===== config.mk =====
export PLATFORM = sky130hd
export DESIGN_NAME = cemb_mask_bank
export DESIGN_NICKNAME = d
export VERILOG_FILES = /design/src/rtl/cemb_mask_bank.v
export VERILOG_INCLUDE_DIRS = /design/src /design/src/rtl
export SDC_FILE = /design/constraint.sdc
export NUM_CORES = 1
export LEC_CHECK = 0
export ABC_AREA = 1
export BUFFER_PORTS_ARGS = -buffer_cell sky130_fd_sc_hd__buf_2
export CORE_ASPECT_RATIO = 1.75
export CORE_MARGIN = 1
export CORE_UTILIZATION = 48
export CTS_BUF_LIST = sky130_fd_sc_hd__clkbuf_4 sky130_fd_sc_hd__clkbuf_8
export DETAILED_ROUTE_END_ITERATION = 10
export HOLD_SLACK_MARGIN = 0.05
export MAX_ROUTING_LAYER = met4
export PLACE_DENSITY_LB_ADDON = 0.15
export SYNTH_ARGS = -nofsm -noshare
export SYNTH_HDL_FRONTEND = slang
export SYNTH_SLANG_ARGS = --single-unit

===== constraint.sdc =====
create_clock -name mclk_i -period 1.2 [get_ports mclk_i]
set_input_delay 0.24 -clock mclk_i [delete_from_list [all_inputs] [get_ports mclk_i]]
set_output_delay 0.24 -clock mclk_i [all_outputs]
set_load 0.005 [all_outputs]

===== src/rtl/cemb_defines.vh =====
// register offsets, field positions and reset values for the event mask bank
`ifndef CEMB_DEFINES_VH
`define CEMB_DEFINES_VH
`define CEMB_ADDR_TEMP_SENSE 8'h09
`define CEMB_ADDR_STATUS_MASK 8'h0A
`define CEMB_ADDR_CHG_MASK_ONE 8'h0B
`define CEMB_ADDR_CHG_MASK_TWO 8'h0C
// die temperature sense fields
`define CEMB_BIT_THERMAL_WARN 0
`define CEMB_BIT_THERMAL_ONE 1
`define CEMB_BIT_THERMAL_TWO 2
`define CEMB_BIT_THERMAL_SHUTDOWN 3
// writable bits of each mask register
`define CEMB_STATUS_MASK_RW 8'h3D
`define CEMB_CHG_ONE_RW 8'h1E
`define CEMB_CHG_TWO_RW 8'h9E
// reset values of the mask registers
`define CEMB_STATUS_MASK_RST 8'h3D
`define CEMB_CHG_ONE_RST 8'h1E
`define CEMB_CHG_TWO_RST 8'h90
// bits that on-the-go entry returns to reset value
`define CEMB_STATUS_OTG_BITS 8'h01
// event vector positions
`define CEMB_EV_WARN 0
`define CEMB_EV_ONE 1
`define CEMB_EV_TWO 2
`define CEMB_EV_SHUTDOWN 3
`define CEMB_EV_INPUT_VALID 4
`define CEMB_EV_INPUT_LOW 5
`define CEMB_EV_INPUT_HIGH 6
`define CEMB_EV_BAT_REMOVED 7
`define CEMB_EV_BUCK_OVP 8
`define CEMB_EV_BAT_HOT 9
`define CEMB_EV_BAT_COLD 10
`define CEMB_EV_WATCHDOG_TO 11
`define CEMB_EV_USB_TO 12
`define CEMB_EV_CHARGE_TO 13
`define CEMB_EV_COUNT 14
`endif


===== src/rtl/cemb_mask_bank.v =====
// die temperature flags and interrupt mask registers of the charger event logic
// Notes on behaviour
// The second thermal level flag is a read-only live mirror, untouched by reset, default 0.
// Bit 1 at location 09 reads 1 while the die is above the first thermal level.
// Bit 0 at location 09 reads 1 while the die is above the warning level, else 0.
// Bits 5 to 2 at 0A mask warning, first, second and shutdown events, reset to 1.
// Bit 0 at 0A masks input-valid, reset to 1 also on on-the-go entry.
// Bits 4 to 1 at 0B mask input low, input high, battery removed, buck overvoltage, reset 1.
// Bits 7 and 4 at 0C mask battery hot and battery cold, reset to 1 incl. on-the-go entry.
// Bits 3, 2, 1 at 0C mask watchdog, USB and charge timeouts, cleared by every reset source.
// The temperature sense register also shows a live thermal shutdown flag.
// A mask bit at 1 stops its event from raising the interrupt; at 0 it passes.
// Reserved bits read zero and writes to them change nothing.
`timescale 1ns/1ps
`include "cemb_defines.vh"

module cemb_mask_bank (
  input wire mclk_i,
  input wire resetn_i,
  input wire off_state_i,
  input wire reg_reset_i,
  input wire on_the_go_mode_entry_i,
  input wire thermal_warn_cmp_i,
  input wire thermal_level_one_cmp_i,
  input wire thermal_level_two_cmp_i,
  input wire thermal_shutdown_cmp_i,
  input wire [7:0] reg_addr_i,
  input wire reg_wr_i,
  input wire [7:0] reg_wdata_i,
  input wire [13:0] event_i,
  output reg [7:0] reg_rdata_o,
  output reg [13:0] event_pass_o,
  output reg irq_o
);

  // comparator samples, three stages; no reset so the flags stay live
  reg [3:0] cmp_s1;
  reg [3:0] cmp_s2;
  reg [3:0] cmp_s3;
  wire [3:0] stage_agree;
  wire [3:0] thermal_flags;
  // mask registers and their next values
  reg [7:0] status_event_mask;
  reg [7:0] charger_fault_mask_one;
  reg [7:0] charger_fault_mask_two;
  reg [7:0] next_status_mask;
  reg [7:0] next_chg_one;
  reg [7:0] next_chg_two;
  // read and event paths
  reg [7:0] next_rdata;
  reg [13:0] mask_vec;
  reg [13:0] next_event_pass;
  reg next_irq;
  wire [3:0] cmp_raw;
  wire any_reset;
  // decoded write strokes
  wire wr_status;
  wire wr_chg_one;
  wire wr_chg_two;
  // named flags of the temperature sense register
  wire thermal_warn_flag;
  wire thermal_level_one_flag;
  wire thermal_level_two_flag;
  wire thermal_shutdown_flag;
  wire [7:0] temp_sense_byte;
  // one mask bit per event source
  wire thermal_warn_irq_mask;
  wire thermal_level_one_irq_mask;
  wire thermal_level_two_irq_mask;
  wire thermal_shutdown_irq_mask;
  wire input_valid_irq_mask;
  wire input_low_irq_mask;
  wire input_high_irq_mask;
  wire battery_removed_irq_mask;
  wire buck_overvoltage_irq_mask;
  wire battery_hot_irq_mask;
  wire battery_cold_irq_mask;
  wire watchdog_timeout_irq_mask;
  wire usb_timeout_irq_mask;
  wire charge_timeout_irq_mask;

  // raw comparator levels, one bit per threshold
  assign cmp_raw = {thermal_shutdown_cmp_i, thermal_level_two_cmp_i,
                    thermal_level_one_cmp_i, thermal_warn_cmp_i};
  // any of the three reset sources restores the masks
  // off state and register reset leave the registered outputs alone
  assign any_reset = !resetn_i || off_state_i || reg_reset_i;

  // synchroniser chain, stage one takes the raw comparator levels
  // live flags, no reset
  always @(posedge mclk_i) begin
    cmp_s1 <= cmp_raw;
  end

  // stage two, the first stage that is read
  always @(posedge mclk_i) begin
    cmp_s2 <= cmp_s1;
  end

  // stage three, compared with stage two before a flag may change
  always @(posedge mclk_i) begin
    cmp_s3 <= cmp_s2;
  end

  // agreement of stages two and three, per comparator
  assign stage_agree = ~(cmp_s2 ^ cmp_s3);

  // a flag changes only once stages two and three agree
  // shutdown flag mirrored
  genvar gi;
  generate
    for (gi = 0; gi < 4; gi = gi + 1) begin : g_flag
      // one filtered flag per comparator, no reset so it stays live
      reg flag;
      always @(posedge mclk_i) begin
        if (stage_agree[gi]) begin
          flag <= cmp_s3[gi];
        end
      end
      assign thermal_flags[gi] = flag;
    end
  endgenerate

  // names of the filtered flags
  // warning level flag
  assign thermal_warn_flag = thermal_flags[`CEMB_BIT_THERMAL_WARN];
  // first level flag
  assign thermal_level_one_flag = thermal_flags[`CEMB_BIT_THERMAL_ONE];
  // second level flag
  assign thermal_level_two_flag = thermal_flags[`CEMB_BIT_THERMAL_TWO];
  // shutdown flag
  assign thermal_shutdown_flag = thermal_flags[`CEMB_BIT_THERMAL_SHUTDOWN];

  // temperature sense byte, upper four bits reserved
  // reserved bits read zero
  assign temp_sense_byte = {4'h0, thermal_shutdown_flag, thermal_level_two_flag,
                            thermal_level_one_flag, thermal_warn_flag};

  // write strokes, one per mask register; 09 and unmapped addresses select nothing
  // ignored write targets
  assign wr_status = reg_wr_i && (reg_addr_i == `CEMB_ADDR_STATUS_MASK);
  assign wr_chg_one = reg_wr_i && (reg_addr_i == `CEMB_ADDR_CHG_MASK_ONE);
  assign wr_chg_two = reg_wr_i && (reg_addr_i == `CEMB_ADDR_CHG_MASK_TWO);

  // status mask next value: reset sources beat on-the-go entry, which beats a write
  // thermal masks reset high
  always @* begin
    next_status_mask = status_event_mask;
    if (any_reset) begin
      next_status_mask = `CEMB_STATUS_MASK_RST; // all writable bits back to 1
    end else if (on_the_go_mode_entry_i) begin
      // input-valid mask back to 1
      next_status_mask = status_event_mask | `CEMB_STATUS_OTG_BITS;
    end else if (wr_status) begin
      // reserved bits never stored
      next_status_mask = reg_wdata_i & `CEMB_STATUS_MASK_RW;
    end
  end

  // charger mask one next value, on-the-go entry acts as a full reset here
  // charger masks reset high
  always @* begin
    next_chg_one = charger_fault_mask_one;
    if (any_reset) begin
      next_chg_one = `CEMB_CHG_ONE_RST;
    end else if (on_the_go_mode_entry_i) begin
      next_chg_one = `CEMB_CHG_ONE_RST; // on-the-go entry restores every bit
    end else if (wr_chg_one) begin
      // reserved bits never stored
      next_chg_one = reg_wdata_i & `CEMB_CHG_ONE_RW;
    end
  end

  // charger mask two next value, hot and cold to 1 and timeouts to 0 on any reset
  // mixed reset values
  always @* begin
    next_chg_two = charger_fault_mask_two;
    if (any_reset) begin
      next_chg_two = `CEMB_CHG_TWO_RST;
    end else if (on_the_go_mode_entry_i) begin
      next_chg_two = `CEMB_CHG_TWO_RST; // same values as the other reset sources
    end else if (wr_chg_two) begin
      // reserved bits never stored
      next_chg_two = reg_wdata_i & `CEMB_CHG_TWO_RW;
    end
  end

  // status mask register
  // held between updates
  always @(posedge mclk_i) begin
    status_event_mask <= next_status_mask;
  end

  // charger mask register one
  // held between updates
  always @(posedge mclk_i) begin
    charger_fault_mask_one <= next_chg_one;
  end

  // charger mask register two
  // held between updates
  always @(posedge mclk_i) begin
    charger_fault_mask_two <= next_chg_two;
  end

  // read data decode, unmapped and reserved bits read zero
  // unmapped addresses read zero
  always @* begin
    // default covers every address outside the bank
    next_rdata = 8'h00;
    if (reg_addr_i == `CEMB_ADDR_TEMP_SENSE) begin
      // temperature sense bits
      next_rdata = temp_sense_byte;
    end else if (reg_addr_i == `CEMB_ADDR_STATUS_MASK) begin
      next_rdata = status_event_mask;
    end else if (reg_addr_i == `CEMB_ADDR_CHG_MASK_ONE) begin
      next_rdata = charger_fault_mask_one;
    end else if (reg_addr_i == `CEMB_ADDR_CHG_MASK_TWO) begin
      next_rdata = charger_fault_mask_two;
    end
  end

  // each mask bit under the name of the event it gates
  // thermal event masks
  assign thermal_warn_irq_mask = status_event_mask[5];
  assign thermal_level_one_irq_mask = status_event_mask[4];
  assign thermal_level_two_irq_mask = status_event_mask[3];
  assign thermal_shutdown_irq_mask = status_event_mask[2];

  // input supply valid mask
  assign input_valid_irq_mask = status_event_mask[0];

  // input, battery removed and buck masks
  assign input_low_irq_mask = charger_fault_mask_one[4];
  assign input_high_irq_mask = charger_fault_mask_one[3];
  assign battery_removed_irq_mask = charger_fault_mask_one[2];
  assign buck_overvoltage_irq_mask = charger_fault_mask_one[1];

  // battery temperature masks
  assign battery_hot_irq_mask = charger_fault_mask_two[7];
  assign battery_cold_irq_mask = charger_fault_mask_two[4];

  // timeout masks
  assign watchdog_timeout_irq_mask = charger_fault_mask_two[3];
  assign usb_timeout_irq_mask = charger_fault_mask_two[2];
  assign charge_timeout_irq_mask = charger_fault_mask_two[1];

  // mask bits lined up with the event vector
  always @* begin
    mask_vec = 14'h0000;
    mask_vec[`CEMB_EV_WARN] = thermal_warn_irq_mask;
    mask_vec[`CEMB_EV_ONE] = thermal_level_one_irq_mask;
    mask_vec[`CEMB_EV_TWO] = thermal_level_two_irq_mask;
    mask_vec[`CEMB_EV_SHUTDOWN] = thermal_shutdown_irq_mask;
    mask_vec[`CEMB_EV_INPUT_VALID] = input_valid_irq_mask;
    mask_vec[`CEMB_EV_INPUT_LOW] = input_low_irq_mask;
    mask_vec[`CEMB_EV_INPUT_HIGH] = input_high_irq_mask;
    mask_vec[`CEMB_EV_BAT_REMOVED] = battery_removed_irq_mask;
    mask_vec[`CEMB_EV_BUCK_OVP] = buck_overvoltage_irq_mask;
    mask_vec[`CEMB_EV_BAT_HOT] = battery_hot_irq_mask;
    mask_vec[`CEMB_EV_BAT_COLD] = battery_cold_irq_mask;
    mask_vec[`CEMB_EV_WATCHDOG_TO] = watchdog_timeout_irq_mask;
    mask_vec[`CEMB_EV_USB_TO] = usb_timeout_irq_mask;
    mask_vec[`CEMB_EV_CHARGE_TO] = charge_timeout_irq_mask;
  end

  // passed events and interrupt request, before they are registered
  // masked events gated off
  always @* begin
    next_event_pass = event_i & ~mask_vec;
    next_irq = |next_event_pass;
  end

  // read data register, cleared by power-on reset only
  always @(posedge mclk_i) begin
    if (!resetn_i) begin
      reg_rdata_o <= 8'h00;
    end else begin
      reg_rdata_o <= next_rdata;
    end
  end

  // passed event register
  // only unmasked events shown
  always @(posedge mclk_i) begin
    if (!resetn_i) begin
      event_pass_o <= 14'h0000;
    end else begin
      event_pass_o <= next_event_pass;
    end
  end

  // interrupt request register
  // any unmasked event raises it
  always @(posedge mclk_i) begin
    if (!resetn_i) begin
      irq_o <= 1'b0;
    end else begin
      irq_o <= next_irq;
    end
  end

endmodule


==> results.ini, run 1 <==
[status]
outcome = finished, final reports clean

[global_routing]
antenna_found_initial = 0
grt_max_degree = 18
global_route.overflow_total = 0
grt_first_pass_wirelength_mm = 6.40
grt_use_total_pct = 20.8
grt_pass1_vias = 1636

[power]
total_power_mw = 3.01
pwr_cell_area_nw_per_um2 = 1220
power.static_leakage_nw = 1.32
vdd_drop_max_mv = 1.18

[final_layout]
fill_cells = 374
synthToLayoutAreaGrowth_pct = 27.5
layout-drive-gt1-share_pct = 27.4
layout_cell_area_excl_fill_um2 = 2460
utilization_pct = 63.7
layout.nets = 356
antenna_cells = 0

[timing]
report.final.slew_viol_count = 0
fin_worst_skew_ns = 0.00834
max_freq_mhz = 996
post-route-period-util_pct = 83.6
report.final.hold_viol_count = 0
count_of_final_setup_violators = 0
totalNegativeSetupSlack_ns = 0
setup_repair_after_global_routing_missed_its_margin = no
finalCriticalPeriod_ns = 1.00

[floorplanning]
floorplan.die_area_um2 = 4290
fp-row-count = 30
io-pin-count = 63
floorplan.core_area_um2 = 3870
start_util_pct = 50.0
die_w_um = 50.0
dieHeight_um = 85.9

[placed_design]
placement.cell_area_um2 = 2330
gp_congestion = 0.806
dp_hpwl_mm = 3.14
buffer_ports.inserted = 60

[clock_tree]
tritoncts_num_sinks = 52
max_buffers_root_to_sink = 2
cts_resized = 0
cts_tree = yes
cts_post_setup_buffers_inserted = 0
htreeDepth = 2
cts-buffers-inserted = 5
cts_root_buf = sky130_fd_sc_hd__clkbuf_8
clkTransAtPathRegs_ns = 0.09
worstSkewPairLatency_ns = 0.31
post_cts_hold_buffer_count = 4

[critical_path]
crit_type = reg -> reg
timing.critical_path.required_ns = 1.41
critical_path.startpoint_type = register
worstPathArrival_ns = 1.21
setup.worst_path.end_class = register
critPathMaxFanout = 3

[drt]
route.final.wire_length_mm = 3.96
ant_nets = 0
firstDrtPassIters = 4
routed-via-count = 1750
routed_wire_length_per_instance_um = 10.8
via_per_inst = 4.79
drcViolationCount = 0
detail_route.iter0.violations = 20

[logic_synthesis]
yosys.cell_types.count = 23
synthesis.instances = 240
post-synth-top-area-cell = sky130_fd_sc_hd__dfxtp_1
postSynthNetCount = 280
ys_seq_elements = 52
yosysWarningCount = 0
synth_common_cells = 63 x sky130_fd_sc_hd__nand2_1, 48 x sky130_fd_sc_hd__dfxtp_1, 38 x sky130_fd_sc_hd__nor2_1
number_of_enable_flip_flop_cells_after_synthesis = 4
netlist_top_cells_area = sky130_fd_sc_hd__dfxtp_1 50%, sky130_fd_sc_hd__nand2_1 12%, sky130_fd_sc_hd__nor2_1 7.4%, sky130_fd_sc_hd__edfxtp_1 6.2%, sky130_fd_sc_hd__inv_1 5.6%
synthArstFlopShare_pct = 0
yosys.area.top_type_share_pct = 49.7
synth.cell_area_um2 = 1930
synthMostInstantiatedCell = sky130_fd_sc_hd__nand2_1
synth_seq_area_share_pct = 56.0
syn_area_per_cell_um2 = 8.05
ys_dominant_reg_cell = sky130_fd_sc_hd__dfxtp_1

[worst_hold_path]
hold_class = in -> reg

[job]
maxCapViolations = 0

==> routing by layer <==
metal,routed length [µm],GRT usage [%]
met5,0,-
met4,97,11.2
met3,214,4.61
met2,2140,39.4
met1,1500,18.0
==> through the flow <==
stage / worst slack, ns / hold slack [ns] / std cells
after floorplan: 0.176 / 0.268 / 240
after CTS: 0.184 / 0.148 / 365
after global placement: -0.0747 / 0.310 / 353
after global routing: 0.115 / 0.161 / 365
after detailed placement: -0.0802 / 0.317 / 353
final: 0.196 / 0.143 / 365
==> sequential cells by signal, summed over array words and instances, names as in the netlist <==
register / cells
event_pass_o: 14
charger_fault_mask_one: 4
g_flag.flag: 4
cmp_s2: 4
irq_o: 1
charger_fault_mask_two: 5
cmp_s3: 4
status_event_mask: 5
cmp_s1: 4
reg_rdata_o: 7
==> layout make-up <==
cell class              instances  area [µm²]  share of cell area [%]
clock buffers                   5        68.8                    2.79
well taps                      48        60.1                    2.44
flip-flops and latches         52        1080                    43.9
multi-input cells             152         699                    28.4
clock inverters                 3        21.3                   0.864
inverters                      31         116                    4.73
repair buffers                 74         415                    16.9
==> cell families after synthesis <==
family	synth area share, %
buf+inv	7.84
flops	56.0
simple gates	32.5
other cells	0.194
xor+xnor	1.81
compound gates	1.68
==> cell usage in the layout, fill, tap and decap left out, drive strengths merged <==
| cell | n |
|---|---|
| a21oi | 1 |
| buf | 70 |
| clkbuf | 5 |
| clkinv | 1 |
| clkinvlp | 1 |
| conb | 1 |
| dfxtp | 48 |
| dlygate4sd3 | 4 |
| edfxtp | 4 |
| inv | 32 |
| nand2 | 64 |
| nand3 | 22 |
| nand4 | 5 |
| nor2 | 42 |
| nor3 | 8 |
| nor4 | 1 |
| o211ai | 3 |
| o21ai | 1 |
| xnor2 | 4 |
==> power by group <==
| part | total, mW | internal, mW | leakage, nW | switching [mW] |
|---|---|---|---|---|
| Combinational | 0.198 | 0.0947 | 0.844 | 0.103 |
| Clock | 1.00 | 0.414 | 0.0445 | 0.589 |
| Sequential | 1.80 | 1.79 | 0.432 | 0.0152 |
| Total | 3.01 | 2.30 | 1.32 | 0.707 |
==> final timing paths <==
kind	to	slack (ns)	start	cells after the start
worst max register to register	irq_o	0.20	status_event_mask[3]	7
worst max-delay path	irq_o	0.20	status_event_mask[3]	7
worst min-delay path	charger_fault_mask_two[7]	0.14	reg_wdata_i[7]	3
worst min register to register	cmp_s2[0]	0.34	cmp_s1[0]	0
==> worst max-delay path, cell delays in order, from the launching register on <==
cell	delay (ns)
sky130_fd_sc_hd__dfxtp_1	0.38
sky130_fd_sc_hd__inv_1	0.05
sky130_fd_sc_hd__nand2_1	0.07
sky130_fd_sc_hd__nand2_1	0.05
sky130_fd_sc_hd__nor3_1	0.14
sky130_fd_sc_hd__nand2_1	0.08
sky130_fd_sc_hd__nor2_1	0.09
sky130_fd_sc_hd__nor2_1	0.04
(Power assumes the default switching activity.)
==> run 2: changes to the inputs <==
==> constraint.sdc (replaced) <==
create_clock -name mclk_i -period 1.04 [get_ports mclk_i]
set_input_delay 0.208 -clock mclk_i [delete_from_list [all_inputs] [get_ports mclk_i]]
set_output_delay 0.208 -clock mclk_i [all_outputs]
set_load 0.005 [all_outputs]
==> results.ini, run 2 (synthesis gave the netlist of run 1 again) <==
[clock_tree]
htreeDepth = 2  ; unchanged
tritoncts_num_sinks = 52  ; unchanged
worstSkewPairLatency_ns = 0.31  ; about the same
clkTransAtPathRegs_ns = 0.09  ; about the same
max_buffers_root_to_sink = 2  ; unchanged
cts_tree = yes
cts-buffers-inserted = 5  ; unchanged
cts_root_buf = sky130_fd_sc_hd__clkbuf_8

[drt]
routed_wire_length_per_instance_um = 10.7  ; -0.83%
firstDrtPassIters = 4  ; unchanged
via_per_inst = 4.64  ; -3.1%
detail_route.iter0.violations = 53  ; +170%
drcViolationCount = 0  ; unchanged
route.final.wire_length_mm = 4.05  ; +2.4%
ant_nets = 0  ; unchanged
routed-via-count = 1751  ; +0.057%

[final_layout]
final_cell_mix = 63 x sky130_fd_sc_hd__nand2_1, 60 x sky130_fd_sc_hd__buf_2, 43 x sky130_fd_sc_hd__dfxtp_1
fill_cells = 361  ; -3.5%
leading_cell_type_in_the_layout_fill_and_taps_excluded = sky130_fd_sc_hd__nand2_1
antenna_cells = 0  ; unchanged
regs_by_ff_count = event_pass_o: 14 flops, reg_rdata_o: 7 flops
largest_reg_flops = 14  ; unchanged
registers.top_by_ff_count = event_pass_o
layout.nets = 368  ; +3.4%
layout-drive-gt1-share_pct = 32.2  ; +4.8 points
synthToLayoutAreaGrowth_pct = 33.4

[timing]
report.final.hold_viol_count = 0  ; unchanged
postLayoutSetupSlackWorst_ns = 0.0858  ; -0.111 ns
count_of_final_setup_violators = 0  ; unchanged
setup_repair_after_global_routing_missed_its_margin = yes
finalCriticalPeriod_ns = 0.954  ; -0.0494 ns
max_freq_mhz = 1050  ; +5.2%
report.final.slew_viol_count = 0  ; unchanged
fin_worst_skew_ns = 0.00965  ; +0.00131 ns
post-route-period-util_pct = 91.7  ; +8.1 points

[global_routing]
grt_first_pass_wirelength_mm = 6.56  ; +2.5%
global_route.overflow_total = 0  ; unchanged
grt_use_total_pct = 21.0  ; +0.28 points
globalRoute.busiestLayer = met2
grt.met1_usage_pct = 19.0  ; +0.96 points
grt_use_met3_pct = 4.43  ; -0.18 points
grt_pass1_vias = 1649  ; +0.79%
grt_max_degree = 19  ; +1
antenna_found_initial = 0  ; unchanged
grtUsageMet2_pct = 40.7  ; +1.2 points

[floorplanning]
floorplan.core_area_um2 = 3870  ; unchanged
start_util_pct = 50.0  ; unchanged
floorplan.die_area_um2 = 4290  ; unchanged
fp-row-count = 30  ; unchanged
dieHeight_um = 85.9  ; unchanged
io-pin-count = 63  ; unchanged
die_w_um = 50.0  ; unchanged

[critical_path]
crit_chain = inv_1 -> nand2_1 -> nand2_1 -> nor2_1 -> nand3_1 -> nor2_1 -> nor2_1
crit_type = reg -> reg
critPathMaxFanout = 3  ; unchanged
cpMostUsedCell = sky130_fd_sc_hd__nor2_1
setup.reg_to_reg.worst_slack_ns = 0.09  ; -0.11 ns
worstPathArrival_ns = 1.15  ; -0.06 ns
timing.critical_path.required_ns = 1.24  ; -0.17 ns
worst_path_largest_cell_delay_ns = 0.36  ; -0.02 ns
cp_num_buf_inv = 1  ; unchanged
crit_path_top_delay_cell = sky130_fd_sc_hd__dfxtp_2
setup.worst_path.end_class = register
cpLargestDelayFamily = simple AND/OR/NAND/NOR gates
critical_path.startpoint_type = register

[power]
total_power_mw = 3.48  ; +16%
vdd_drop_max_mv = 1.10  ; -6.8%
power.static_leakage_nw = 1.38  ; +4.9%
pwr_cell_area_nw_per_um2 = 1350  ; +11%

[placed_design]
gp_congestion = 0.860  ; +6.8%
buffer_ports.inserted = 60  ; unchanged
placement.setup.worst_slack_ns = -0.232  ; -0.152 ns
dp_hpwl_mm = 3.21  ; +2.2%

[job]
maxCapViolations = 0  ; unchanged

[worst_hold_path]
hold_class = in -> reg

[status]
outcome = finished, final reports clean

-- run 2: changes by cell type in the layout (fill, tap and decap cells not counted), sizes merged --
cell / previous run / this run
inv: 32 / 33
buf: 70 / 81
nor2: 42 / 43
clkinv: 1 / 0
-- run 2: worst register-to-register path, cell delays in order (launching register included) --
cell and delay, ns:
sky130_fd_sc_hd__dfxtp_2 0.36, sky130_fd_sc_hd__inv_1 0.04, sky130_fd_sc_hd__nand2_1 0.06, sky130_fd_sc_hd__nand2_1 0.05, sky130_fd_sc_hd__nor2_1 0.09, sky130_fd_sc_hd__nand3_1 0.08, sky130_fd_sc_hd__nor2_1 0.11, sky130_fd_sc_hd__nor2_1 0.04
-- run 2: per-stage QoR --
step | area, µm² | util, % | hold slack (ns) | instances | TNS (ns)
floorplan | 1930 | - | 0.236 | 240 | 0
global placement | 2410 | 62.3 | 0.310 | 363 | -3.57
detailed placement | 2410 | 62.3 | 0.312 | 363 | -3.64
CTS | 2540 | 65.7 | 0.114 | 375 | 0
global route | 2580 | 66.6 | 0.124 | 377 | -0.0365
finish | 2580 | 66.6 | 0.111 | 377 | 0
-- run 2: worst paths after layout --
path	end	cells past startpoint	start
setup / recovery	irq_o	7	charger_fault_mask_two[7]
hold / removal	charger_fault_mask_two[7]	3	reg_wdata_i[7]
setup reg to reg	irq_o	7	charger_fault_mask_two[7]
hold reg to reg	cmp_s2[2]	0	cmp_s1[2]
-- run 2: layout make-up --
cell class | instances | area (µm²) | area share [%]
well taps | 48 | 60.1 | 2.33
inverters | 31 | 116 | 4.52
clock buffers | 5 | 68.8 | 2.67
multi-input cells | 153 | 721 | 28.0
clock inverters | 3 | 25.0 | 0.971
repair buffers | 85 | 498 | 19.3
flip-flops and latches | 52 | 1090 | 42.2
-- run 2: per-layer routing --
| layer | wire (µm) | vias up |
|---|---|---|
| met5 | 0 | - |
| met4 | 93 | 0 |
| met3 | 178 | 7 |
| met2 | 2270 | 48 |
| met1 | 1510 | 775 |
| li1 | - | 921 |
-- run 2: where the power goes --
group          switching (mW)  leakage [nW]  total (mW)  internal, mW
Clock                   0.668        0.0452        1.16         0.490
Sequential             0.0165         0.429        2.08          2.06
Combinational           0.123         0.910       0.240         0.117
Total                   0.808          1.38        3.48          2.67
-- run 2: timing repair --
item,CTS,global route
hold buffers,4,0
setup buffers,0,1
endpoints found under the hold margin,4,0
gates resized for setup,0,8
endpoints found under the setup margin,0,3
